===== config.mk =====
export PLATFORM = sky130hd
export DESIGN_NAME = safety_actuation_voting_latch
export DESIGN_NICKNAME = d
export VERILOG_FILES = /design/src/hw/in_sync.v /design/src/hw/act_latch.v /design/src/hw/safety_actuation_voting_latch.v
export VERILOG_INCLUDE_DIRS = /design/src /design/src/pkg
export SDC_FILE = /design/constraint.sdc
export NUM_CORES = 1
export LEC_CHECK = 0
export BUFFER_PORTS_ARGS = -buffer_cell sky130_fd_sc_hd__buf_2
export CAP_MARGIN = 20
export CORE_MARGIN = 4
export CORE_UTILIZATION = 30
export CTS_BUF_LIST = sky130_fd_sc_hd__clkbuf_2
export DETAILED_ROUTE_END_ITERATION = 6
export SETUP_SLACK_MARGIN = 0.1
export SLEW_MARGIN = 20
export SYNTH_ARGS = -nofsm -noshare
export SYNTH_HDL_FRONTEND = slang
export SYNTH_SLANG_ARGS = --single-unit

===== constraint.sdc =====
create_clock -name pclk -period 2.1 [get_ports pclk]
set_input_delay 0.42 -clock pclk [delete_from_list [all_inputs] [get_ports pclk]]
set_output_delay 0.42 -clock pclk [all_outputs]
set_load 0.005 [all_outputs]

===== src/pkg/actuation_map.vh =====
// Register map, field layout and reset values of the actuation voting latch.
// Included by the top design file and the bench; holds definitions only.
`ifndef ACTUATION_MAP_VH
`define ACTUATION_MAP_VH

// ----------------------------------------------------------------
// Sizes
// ----------------------------------------------------------------
`define NFN 10
`define NOUT 14
`define NSYNC 75

// ----------------------------------------------------------------
// Safety function indices
// ----------------------------------------------------------------
`define FN_AREA 0
`define FN_BED1 1
`define FN_BED2 2
`define FN_BED3 3
`define FN_VAC 4
`define FN_TRN_A 5
`define FN_TRN_B 6
`define FN_TRN_C 7
`define FN_COL_A 8
`define FN_COL_B 9

// ----------------------------------------------------------------
// Register byte offsets
// ----------------------------------------------------------------
`define OFS_LATCH 8'h00
`define OFS_VOTE 8'h04
`define OFS_OUT 8'h08
`define OFS_CHAN 8'h0C
`define OFS_CELL 8'h10
`define OFS_MAN 8'h14
`define OFS_IND_SEL 8'h18

// ----------------------------------------------------------------
// Indication selector codes and reset values
// ----------------------------------------------------------------
`define IND_CHAN 2'h0
`define IND_CELL 2'h1
`define IND_LOGIC 2'h2
`define IND_EQUIP 2'h3
`define IND_SEL_RST 2'h0
`define OUT_RST 14'h3FFF

`endif


===== src/hw/in_sync.v =====
// Two-stage synchroniser for the discrete trip, position and operator inputs.
// Assumes the inputs may change at any time relative to pclk.
`timescale 1ns/1ps
`default_nettype none

module in_sync #(
	parameter W = 8
)(
	input wire pclk,
	input wire presetn,
	input wire [W-1:0] raw,
	output wire [W-1:0] sync
);

	reg [W-1:0] meta_q;
	reg [W-1:0] sync_q;

	// ----------------------------------------------------------------
	// Two flops; first stage feeds only the second
	// ----------------------------------------------------------------
	always @(posedge pclk or negedge presetn)
	begin
		if (!presetn)
		begin
			meta_q <= {W{1'b0}};
			sync_q <= {W{1'b0}};
		end
		else
		begin
			meta_q <= raw;
			sync_q <= meta_q;
		end
	end

	assign sync = sync_q;

endmodule // in_sync

`default_nettype wire


===== src/hw/act_latch.v =====
// Seal-in latch for one protective action.
// Assumes trip and manual request are already synchronised to pclk.
`timescale 1ns/1ps
`default_nettype none

module act_latch (
	input wire pclk,
	input wire presetn,
	input wire trip,
	input wire man,
	input wire op_reset,
	output wire act,
	output wire released
);

	reg act_q;
	reg rel_q;
	wire act_d;

	// ----------------------------------------------------------------
	// Latch: set by trip or manual, cleared only by operator
	// ----------------------------------------------------------------
	// No bypass term: manual always sets
	assign act_d = trip | man | (act_q & ~op_reset);

	always @(posedge pclk or negedge presetn)
	begin
		if (!presetn)
		begin
			act_q <= 1'b0;
			rel_q <= 1'b0;
		end
		else
		begin
			act_q <= act_d;
			rel_q <= act_q & ~act_d;
		end
	end

	assign act = act_q;
	assign released = rel_q;

endmodule // act_latch

`default_nettype wire


===== src/hw/safety_actuation_voting_latch.v =====
// Actuation logic for one division: votes trips, latches protective actions,
// arbitrates output_interface_module outputs and drives indication.
// Assumes an APB master on pclk and discrete inputs of any timing.
`timescale 1ns/1ps
`default_nettype none
`include "actuation_map.vh"

module safety_actuation_voting_latch (
	input wire pclk,
	input wire presetn,
	input wire psel,
	input wire penable,
	input wire pwrite,
	input wire [7:0] paddr,
	input wire [31:0] pwdata,
	output wire [31:0] prdata,
	output wire pready,
	output wire pslverr,
	input wire [2:0] rad_hi,
	input wire [5:0] co_hi,
	input wire [1:0] lift_liq,
	input wire [1:0] drain_liq,
	input wire [15:0] cell_exh_hi,
	input wire [15:0] cell_sup_hi,
	input wire col_a_up,
	input wire col_a_lo,
	input wire col_b_up,
	input wire col_b_lo,
	input wire [9:0] man_req,
	input wire op_reset,
	input wire ns_enable,
	input wire [13:0] ns_cmd,
	output wire [13:0] out_energize,
	output wire [9:0] act_status,
	output wire [31:0] ind_data
);

	// ----------------------------------------------------------------
	// Voting functions
	// ----------------------------------------------------------------
	function vote2of3;
		input [2:0] v;
		begin
			vote2of3 = (v[0] & v[1]) | (v[0] & v[2]) | (v[1] & v[2]);
		end
	endfunction

	function vote1of2;
		input [1:0] v;
		begin
			vote1of2 = v[0] | v[1];
		end
	endfunction

	// ----------------------------------------------------------------
	// Input synchronisation
	// ----------------------------------------------------------------
	wire [`NSYNC-1:0] raw_all;
	wire [`NSYNC-1:0] syn_all;
	wire [2:0] s_rad;
	wire [5:0] s_co;
	wire [1:0] s_lift;
	wire [1:0] s_drain;
	wire [15:0] s_exh;
	wire [15:0] s_sup;
	wire [3:0] s_valve;
	wire [9:0] s_man;
	wire s_rst;
	wire s_ns_en;
	wire [13:0] s_ns_cmd;

	assign raw_all = {ns_cmd, ns_enable, op_reset, man_req,
		col_b_lo, col_b_up, col_a_lo, col_a_up,
		cell_sup_hi, cell_exh_hi, drain_liq, lift_liq, co_hi, rad_hi};

	in_sync #(
		.W(`NSYNC)
	) u_sync (
		.pclk(pclk),
		.presetn(presetn),
		.raw(raw_all),
		.sync(syn_all)
	);

	assign s_rad = syn_all[2:0];
	assign s_co = syn_all[8:3];
	assign s_lift = syn_all[10:9];
	assign s_drain = syn_all[12:11];
	assign s_exh = syn_all[28:13];
	assign s_sup = syn_all[44:29];
	assign s_valve = syn_all[48:45];
	assign s_man = syn_all[58:49];
	assign s_rst = syn_all[59];
	assign s_ns_en = syn_all[60];
	assign s_ns_cmd = syn_all[74:61];

	// ----------------------------------------------------------------
	// Automatic trip votes
	// ----------------------------------------------------------------
	wire [7:0] cell_trip;
	wire [9:0] trip;

	genvar c;
	generate
		for (c = 0; c < 8; c = c + 1)
		begin : g_cell
			// Either division, either pressure
			assign cell_trip[c] = vote1of2(s_exh[2*c+1:2*c]) |
				vote1of2(s_sup[2*c+1:2*c]);
		end
	endgenerate

	assign trip[`FN_AREA] = vote2of3(s_rad);
	assign trip[`FN_BED1] = vote1of2(s_co[1:0]);
	assign trip[`FN_BED2] = vote1of2(s_co[3:2]);
	assign trip[`FN_BED3] = vote1of2(s_co[5:4]);
	assign trip[`FN_VAC] = vote1of2(s_lift) | vote1of2(s_drain);
	assign trip[`FN_TRN_A] = |cell_trip[1:0];
	assign trip[`FN_TRN_B] = |cell_trip[4:2];
	assign trip[`FN_TRN_C] = |cell_trip[7:5];
	assign trip[`FN_COL_A] = s_valve[0] & s_valve[1];
	assign trip[`FN_COL_B] = s_valve[2] & s_valve[3];

	// ----------------------------------------------------------------
	// Protective action latches
	// ----------------------------------------------------------------
	wire [9:0] act;
	wire [9:0] rel;
	wire [9:0] req;

	genvar f;
	generate
		for (f = 0; f < `NFN; f = f + 1)
		begin : g_latch
			act_latch u_latch (
				.pclk(pclk),
				.presetn(presetn),
				.trip(trip[f]),
				.man(s_man[f]),
				.op_reset(s_rst),
				.act(act[f]),
				.released(rel[f])
			);
		end
	endgenerate

	// Live or latched request; manual ranks with automatic
	assign req = act | trip | s_man;

	// ----------------------------------------------------------------
	// Output interface module arbitration
	// ----------------------------------------------------------------
	// Bit order: col A x3, col B x3, area, beds x3, vac, trains x3
	wire [13:0] req_o;
	wire [13:0] rel_o;
	reg [13:0] out_q;
	reg [13:0] out_d;

	assign req_o = {req[7:5], req[4], req[3:1], req[0],
		{3{req[9]}}, {3{req[8]}}};
	assign rel_o = {rel[7:5], rel[4], rel[3:1], rel[0],
		{3{rel[9]}}, {3{rel[8]}}};

	integer i;
	always @*
	begin
		out_d = out_q;
		for (i = 0; i < `NOUT; i = i + 1)
		begin
			if (req_o[i])
				out_d[i] = 1'b0;
			else if (rel_o[i])
				out_d[i] = 1'b1;
			else if (s_ns_en)
				out_d[i] = s_ns_cmd[i];
			else
				out_d[i] = out_q[i];
		end
	end

	always @(posedge pclk or negedge presetn)
	begin
		if (!presetn)
			out_q <= `OUT_RST;
		else
			out_q <= out_d;
	end

	// ----------------------------------------------------------------
	// Status words
	// ----------------------------------------------------------------
	wire [31:0] w_latch;
	wire [31:0] w_vote;
	wire [31:0] w_out;
	wire [31:0] w_chan;
	wire [31:0] w_cell;
	wire [31:0] w_man;

	assign w_latch = {22'h000000, act};
	assign w_vote = {22'h000000, trip};
	assign w_out = {18'h00000, out_q};
	assign w_chan = {13'h0000, s_ns_en, s_rst, s_valve, s_drain, s_lift,
		s_co, s_rad};
	assign w_cell = {s_sup, s_exh};
	assign w_man = {8'h00, s_ns_cmd, s_man};

	// ----------------------------------------------------------------
	// APB slave, no wait state: answer registered in setup cycle
	// ----------------------------------------------------------------
	reg [1:0] ind_sel_q;
	reg pready_q;
	reg pslverr_q;
	reg [31:0] prdata_q;
	reg [31:0] rd_val;
	reg hit;
	wire setup;
	wire wr_go;

	assign setup = psel & ~penable;
	assign wr_go = psel & penable & pready_q & pwrite;

	always @*
	begin
		hit = 1'b1;
		rd_val = 32'h00000000;
		case (paddr)
			`OFS_LATCH: rd_val = w_latch;
			`OFS_VOTE: rd_val = w_vote;
			`OFS_OUT: rd_val = w_out;
			`OFS_CHAN: rd_val = w_chan;
			`OFS_CELL: rd_val = w_cell;
			`OFS_MAN: rd_val = w_man;
			`OFS_IND_SEL: rd_val = {30'h00000000, ind_sel_q};
			default: hit = 1'b0;
		endcase
	end

	always @(posedge pclk or negedge presetn)
	begin
		if (!presetn)
		begin
			pready_q <= 1'b0;
			pslverr_q <= 1'b0;
			prdata_q <= 32'h00000000;
			ind_sel_q <= `IND_SEL_RST;
		end
		else
		begin
			pready_q <= setup;
			if (setup)
			begin
				pslverr_q <= ~hit;
				prdata_q <= pwrite ? 32'h00000000 : rd_val;
			end
			else
			begin
				pslverr_q <= 1'b0;
				prdata_q <= 32'h00000000;
			end
			// Status registers are read-only; writes there are dropped
			if (wr_go && paddr == `OFS_IND_SEL)
				ind_sel_q <= pwdata[1:0];
		end
	end

	// ----------------------------------------------------------------
	// Indication outputs toward plant_control_system
	// ----------------------------------------------------------------
	reg [31:0] ind_q;
	reg [31:0] ind_d;

	always @*
	begin
		case (ind_sel_q)
			`IND_CHAN: ind_d = w_chan;
			`IND_CELL: ind_d = w_cell;
			`IND_LOGIC: ind_d = {12'h000, trip, act};
			`IND_EQUIP: ind_d = {8'h00, out_q, act};
			default: ind_d = 32'h00000000;
		endcase
	end

	always @(posedge pclk or negedge presetn)
	begin
		if (!presetn)
			ind_q <= 32'h00000000;
		else
			ind_q <= ind_d;
	end

	// ----------------------------------------------------------------
	// Outputs, all from flops
	// ----------------------------------------------------------------
	assign prdata = prdata_q;
	assign pready = pready_q;
	assign pslverr = pslverr_q;
	assign out_energize = out_q;
	assign act_status = act;
	assign ind_data = ind_q;

endmodule // safety_actuation_voting_latch

`default_nettype wire


==> impl_metrics.toml, run 1 <==
[power]
clockPowerShare = 0.359
pwr-share-seq = 0.573
switching_share = 0.2588
peakVddDrop_uv = 346.6
comb_power_share = 0.069
p_switching_mw = 2.338
p_int_mw = 6.698
powerDensity_mw_per_mm2 = 767.0
p_leak_nw = 5.612

[floorplan]
ios = 210
die_area_mm2 = 0.03188
die_height_um = 178.6
core-area_mm2 = 0.02870
std_cell_rows = 62
start_util = 0.3041
chipWidth_um = 178.6

[route]
ant_nets = 0
drt-total-wl_mm = 25.85
wl_per_cell_um = 19.13
avgViaCountPerCell = 4.472
firstDrtPassIters = 5
drtIter0Drc = 465
drc_errors = 0
via_count = 6041

[place]
port_buffers = 179
place_inst = 1136
dp_hpwl_mm = 18.21
gp_congestion = 0.8368

[worst_setup_path]
regToRegSetupSlack_ns = 0.21
path_max_fanout = 2
critPathKind = "reg -> out"
critical_path_arrival_ns = 1.49
r2r-start = "u_sync.sync[9]$_DFF_PN0_"
path_buf_inv = 1
end_kind = "output pin"
critPathTopFamily = "flip-flops"
r2r_cells = 4
required_ns = 1.68
max_stage_delay_ns = 0.57
crit_chain = "buf_2"
critPathSlowestCell = "dfstp_2"
r2r_end = "prdata[4]$_DFF_PN0_"
worstSetupStartpointType = "flop"

[synth]
syn_inst = 576
synth_flop_cell = "dfrtp_1"
synth_most_common_cell = "dfrtp_1"
syn-num-nets = 696
synth_cell_type_count = 44
synth-edff-count = 0
ys_async_sr_fraction = 1.000
avgSynthCellArea_um2 = 15.15
yosysSeqAreaShare = 0.7246
yosys.area.top_type_share = 0.6824
ys_top_cells_by_area = "dfrtp_1 (68%), dfstp_2 (4.2%), mux4_2 (3.4%)"
yosysWarnings = 0
synth_top_cell_by_area = "dfrtp_1"
synth.cell_area_mm2 = 0.008727
synth_commonest_cells = "dfrtp_1 (238), nor2_1 (29), o21ai_0 (24)"
ys_ff_latch = 252

[timing]
fmax_mhz = 523.1
worst_pin_slew_ns = 0.7525
setup_tns_ns = 0
slew_headroom = 0.4983
finalHoldViolations = 0
layout_min_cycle_time_ns = 1.912
fin_crit_sh = 0.9104
rsz0062_at_grt = "true"
slew_viol_final = 0
setup_viol = 0
skew_ns = 0.05358

[clocking]
cts_root_buffer = "clkbuf_2"
numClockSinks = 252
htree_levels = 3
cts_tree = "yes"
cts_made_buffers = 66
clock_path_buffers = 3
clk_latency_ns = 0.80
path_clk_slew_ns = 0.10

[hold_path]
min_path_type = "in -> async"

[global_routing]
grt_overflow = 0
grt_pass1_wl_mm = 38.15
grt.total_usage = 0.1631
grt_pass1_vias = 6412
grt_antenna_before_repair = 3
grt_max_degree = 57

[cells_and_area]
area_growth_pct = 35.01
layout.cells.non_filler = 1351
final_layout_size_suffix_gt1_frac = 0.4056
nets = 1039

[run_status]
status = "finished clean"

[flow_run]
drv_cap = 0
## final cells by class
class                   instances  area (µm²)
well taps                     384       480.5
repair buffers                311        2236
clock inverters                17       93.84
flip-flops and latches        252        6326
clock buffers                  96       480.5
multi-input cells             277        2117
inverters                      11       41.29
diodes                          3       7.507
fillers                      2763       16920
## metal layers
metal | global-route usage | vias to the layer above | wire, µm
met5 | 0 | - | 0
met4 | 0.04509 | 0 | 452
met3 | 0.06231 | 38 | 2183
met2 | 0.2500 | 234 | 12060
met1 | 0.2177 | 3011 | 11150
li1 | - | 2758 | -
## cell families (layout without fill, tap and decap cells)
kind of cell	after synthesis	count (layout)	share of synthesized area
compound gates	87	87	0.06968
fa+ha+maj	1	1	0.001147
buf+inv	47	435	0.03283
flops	252	252	0.7246
mux	53	53	0.08430
other cells	0	3	0
simple gates	136	136	0.08746
## state kept, by name, summed over array words and instances (netlist names)
name                      flops
ind_sel_q                     2
ind_data                     32
g_latch.u_latch.act          10
pslverr                       1
g_latch.u_latch.released     10
prdata                       32
pready                        1
u_sync.meta_q                75
u_sync.sync                  75
out_energize                 14
## metrics by stage
stage | worst slack, ns | util | power [mW] | cell area [µm²] | hold slack [ns]
global placement | 0.2127 | 0.3546 | 5.758 | 10180 | 0.3196
detailed placement | 0.1576 | 0.3546 | 5.766 | 10180 | 0.3239
CTS | 0.09506 | 0.4061 | 9.193 | 11660 | 0.005592
global route | 0.04629 | 0.4105 | 9.552 | 11780 | 0.001097
floorplan | 0.4919 | - | 5.402 | 8727 | 0.1244
finish | 0.1882 | 0.4105 | 9.037 | 11780 | 0.08072
## power groups by stage
| stage | Clock, mW | Combinational (mW) | Sequential [mW] |
|---|---|---|---|
| 2_1_floorplan | 0 | 0.206 | 5.20 |
| 6_report | 3.24 | 0.619 | 5.17 |
| 3_3_place_gp | 0 | 0.491 | 5.27 |
| 3_5_place_dp | 0 | 0.497 | 5.27 |
| 5_1_grt | 3.67 | 0.689 | 5.20 |
| 4_1_cts | 3.40 | 0.624 | 5.17 |
## cells in the final DEF, fill, tap and decap left out, types with 2 or more instances in the layout
master / netlist / final
nor2_1: 29 / 29
inv_2: 0 / 3
a211oi_1: 11 / 11
dfstp_2: 14 / 14
clkbuf_2: 0 / 96
mux2i_1: 18 / 18
nor4_1: 16 / 16
nor3_1: 3 / 3
buf_6: 3 / 11
buf_2: 10 / 167
inv_1: 11 / 11
a221oi_1: 5 / 5
and3_1: 23 / 23
buf_4: 12 / 44
nand2b_1: 3 / 3
mux4_2: 13 / 13
dfrtp_1: 238 / 236
o21ai_0: 24 / 24
o21a_1: 8 / 8
a32oi_1: 3 / 3
a211oi_2: 2 / 2
clkinv_1: 0 / 12
a22oi_1: 18 / 18
a21oi_1: 9 / 9
o32a_1: 2 / 2
nor2b_1: 16 / 16
nand3_1: 9 / 9
and2_1: 10 / 10
dlygate4sd3_1: 0 / 83
mux2_2: 21 / 21
or2_2: 3 / 3
nand2_1: 16 / 16
dfrtp_2: 0 / 2
diode_2: 0 / 3
a22o_1: 2 / 2
buf_12: 0 / 5
## worst max-delay path by stage
stage | start | cells after the start | endpoint | slack [ns]
final | out_energize[13]$_DFFE_PN1P_ | 1 | out_energize[13] | 0.19
after detailed placement | paddr[5] | 6 | prdata[11]$_DFF_PN0_ | 0.16
after global placement | paddr[5] | 5 | ind_sel_q[0]$_DFFE_PN0P_ | 0.21
after global routing | out_energize[0]$_DFFE_PN1P_ | 1 | out_energize[0] | 0.05
after CTS | out_energize[13]$_DFFE_PN1P_ | 1 | out_energize[13] | 0.1
after floorplan | paddr[3] | 5 | ind_sel_q[0]$_DFFE_PN0P_ | 0.49
## timing repair
item / CTS / global route
hold buffers: 83 / 0
endpoints found under the setup margin: 9 / 15
resized for setup: 1 / 13
endpoints found under the hold margin: 322 / 0
buffers inserted: 9 / 7
Note: power is estimated with default switching activity, not from simulation.
==> inputs of run 2 (changes only) <==
--- a/config.mk
+++ b/config.mk
@@ -6,6 +6,7 @@
 export SDC_FILE = /design/constraint.sdc
 export NUM_CORES = 1
 export LEC_CHECK = 0
+export ABC_AREA = 1
 export BUFFER_PORTS_ARGS = -buffer_cell sky130_fd_sc_hd__buf_2
 export CAP_MARGIN = 20
 export CORE_MARGIN = 4
==> run 2 against run 1 <==
Worst hold slack improved by 0.021 ns. Maximum frequency decreased by 1.7%. Clock power increased by 3%. Critical endpoint is now prdata[7]$_DFF_PN0_. Largest cell class unchanged.
==> impl_metrics.toml, run 2 <==
[power]
peakVddDrop_uv = 407.3
clockPowerShare = 0.369
pwr-share-seq = 0.569
comb_power_share = 0.062
power_mw = 9.036
powerDensity_mw_per_mm2 = 774.9
switching_share = 0.2577
p_int_mw = 6.707
p_leak_nw = 5.728
p_switching_mw = 2.329

[clocking]
cts_made_buffers = 68
path_clk_slew_ns = 0.10
htree_levels = 3
cts_root_buffer = "clkbuf_2"
clk_latency_ns = 0.81
numClockSinks = 252
clock_path_buffers = 3
cts_tree = "yes"

[worst_setup_path]
worstSetupStartpointType = "primary input"
required_ns = 2.76
path_max_fanout = 24
critPathKind = "in -> reg"
startpoint = "penable"
r2r-start = "ind_sel_q[1]$_DFFE_PN0P_"
r2r_cells = 4
end_kind = "flop"
critical_path_arrival_ns = 2.61

[hold_path]
worstHoldStart = "pwrite"
min_path_type = "in -> reg"
min_path_cells = 5

[timing]
layout_min_cycle_time_ns = 1.946
fmax_mhz = 513.9
slew_viol_final = 0
slew_headroom = 0.6244
setup_tns_ns = 0
skew_ns = 0.05289
fin_crit_sh = 0.9265
finalHoldViolations = 0
rsz0062_at_grt = "true"
setup_viol = 0
worst_pin_slew_ns = 0.5628
holdWs_ns = 0.1015

[synth]
synth_top_cell_by_area = "dfrtp_1"
synth_flop_cell = "dfrtp_1"
ys_async_sr_fraction = 1.000
yosysWarnings = 0
yosys.area.top_type_share = 0.6756
synth_most_common_cell = "dfrtp_1"
ys_top_cells_by_area = "dfrtp_1 (68%), nand3_1 (4.9%), nand2_1 (4.8%)"
avgSynthCellArea_um2 = 11.43
synth_cell_type_count = 35
syn_inst = 771
yosysSeqAreaShare = 0.7173
ys_ff_latch = 252
syn-num-nets = 891
synth-edff-count = 0
synth_commonest_cells = "dfrtp_1 (238), nand2_1 (113), nor2_1 (102)"
synth.cell_area_mm2 = 0.008816

[route]
drc_errors = 0
wl_per_cell_um = 17.59
drt-total-wl_mm = 26.85
drtIter0Drc = 408
ant_nets = 0
avgViaCountPerCell = 4.425
firstDrtPassIters = 5
via_count = 6757

[floorplan]
die_height_um = 179.4
core-area_mm2 = 0.02886
die_area_mm2 = 0.03219
start_util = 0.3055
ios = 210
std_cell_rows = 62
chipWidth_um = 179.4

[global_routing]
grt_pass1_wl_mm = 41.00
grt_pass1_vias = 7027
grt_max_degree = 65
grt.total_usage = 0.1658
grt_antenna_before_repair = 2
grt_overflow = 0

[cells_and_area]
stdcell_area_mm2 = 0.01166
area_growth_pct = 32.27
final_layout_size_suffix_gt1_frac = 0.3146
nets = 1214
final_common_cell = "dfrtp_1"
fin_util = 0.4041
final_cell_mix = "dfrtp_1 (238), buf_2 (176), nand2_1 (113)"

[place]
dp_hpwl_mm = 18.78
gp_congestion = 0.8613
port_buffers = 179
placed_area_mm2 = 0.01020

[flow_run]
drv_cap = 0

[run_status]
status = "finished clean"
[run 2: changes by cell type in the layout (fill, tap and decap cells not counted), moves of 18 or more]
cell	delta
mux2i_1	-18
mux2_2	-21
a21oi_1	+19
and3_1	-22
inv_1	+47
nor2_1	+73
nand2_1	+97
buf_4	-21
nand3_1	+77
[run 2: per-stage QoR]
stage | worst slack, ns | cells
3_5_place_dp | 0.3326 | 1321
5_1_grt | 0.07677 | 1527
2_1_floorplan | 0.8244 | 771
6_report | 0.1543 | 1527
4_1_cts | 0.1040 | 1521
3_3_place_gp | 0.3622 | 1321
[run 2: critical path: stages]
cell and delay [ns]:
dlygate4sd3_1 0.54, buf_2 0.13, nor2_1 0.09, dlygate4sd3_1 0.58
inv_1 0.06, nor2_1 0.21, nand2_4 0.28, a21oi_1 0.30
[run 2: power by group through the flow]
stage / combinational (mW) / sequential, mW / clock, mW
after global placement: 0.440 / 5.24 / 0
after global routing: 0.623 / 5.16 / 3.78
final: 0.556 / 5.14 / 3.34
after floorplan: 0.152 / 5.19 / 0
after detailed placement: 0.446 / 5.24 / 0
after CTS: 0.564 / 5.14 / 3.50
[run 2: worst paths after layout]
check / end / slack, ns
min in group asynchronous: u_sync.meta_q[15]$_DFF_PN0_ / 0.14
max: prdata[7]$_DFF_PN0_ / 0.15
max reg2reg: ind_data[16]$_DFF_PN0_ / 0.54
max in group asynchronous: out_energize[4]$_DFFE_PN1P_ / 1.22
min: ind_sel_q[1]$_DFFE_PN0P_ / 0.10
min reg2reg: u_sync.sync[39]$_DFF_PN0_ / 0.35
[run 2: cells by family after synthesis]
family          synth area share
simple gates              0.1675
flops                     0.7173
compound gates           0.06131
buf+inv                  0.05393
[run 2: timing repair]
action,CTS,global route
hold buffers,80,0
endpoints found under the hold margin,294,0
buffers inserted,3,4
endpoints found under the setup margin,4,5
gates resized for setup,1,1
[run 2: final cells by class]
class | instances | area [µm²]
Clock inverter | 12 | 72.57
Sequential cell | 252 | 6324
Multi-Input combinational cell | 420 | 2017
Antenna cell | 2 | 5.005
Fill cell | 2921 | 17200
Inverter | 66 | 247.7
Tap cell | 384 | 480.5
Timing Repair Buffer | 286 | 1989
Clock buffer | 105 | 525.5
[run 2: routing by layer]
| layer | track usage | share of wire |
|---|---|---|
| met2 | 0.2726 | 0.49 |
| met5 | 0 | 0 |
| met4 | 0.04755 | 0.015 |
| met1 | 0.2115 | 0.41 |
| met3 | 0.05356 | 0.086 |
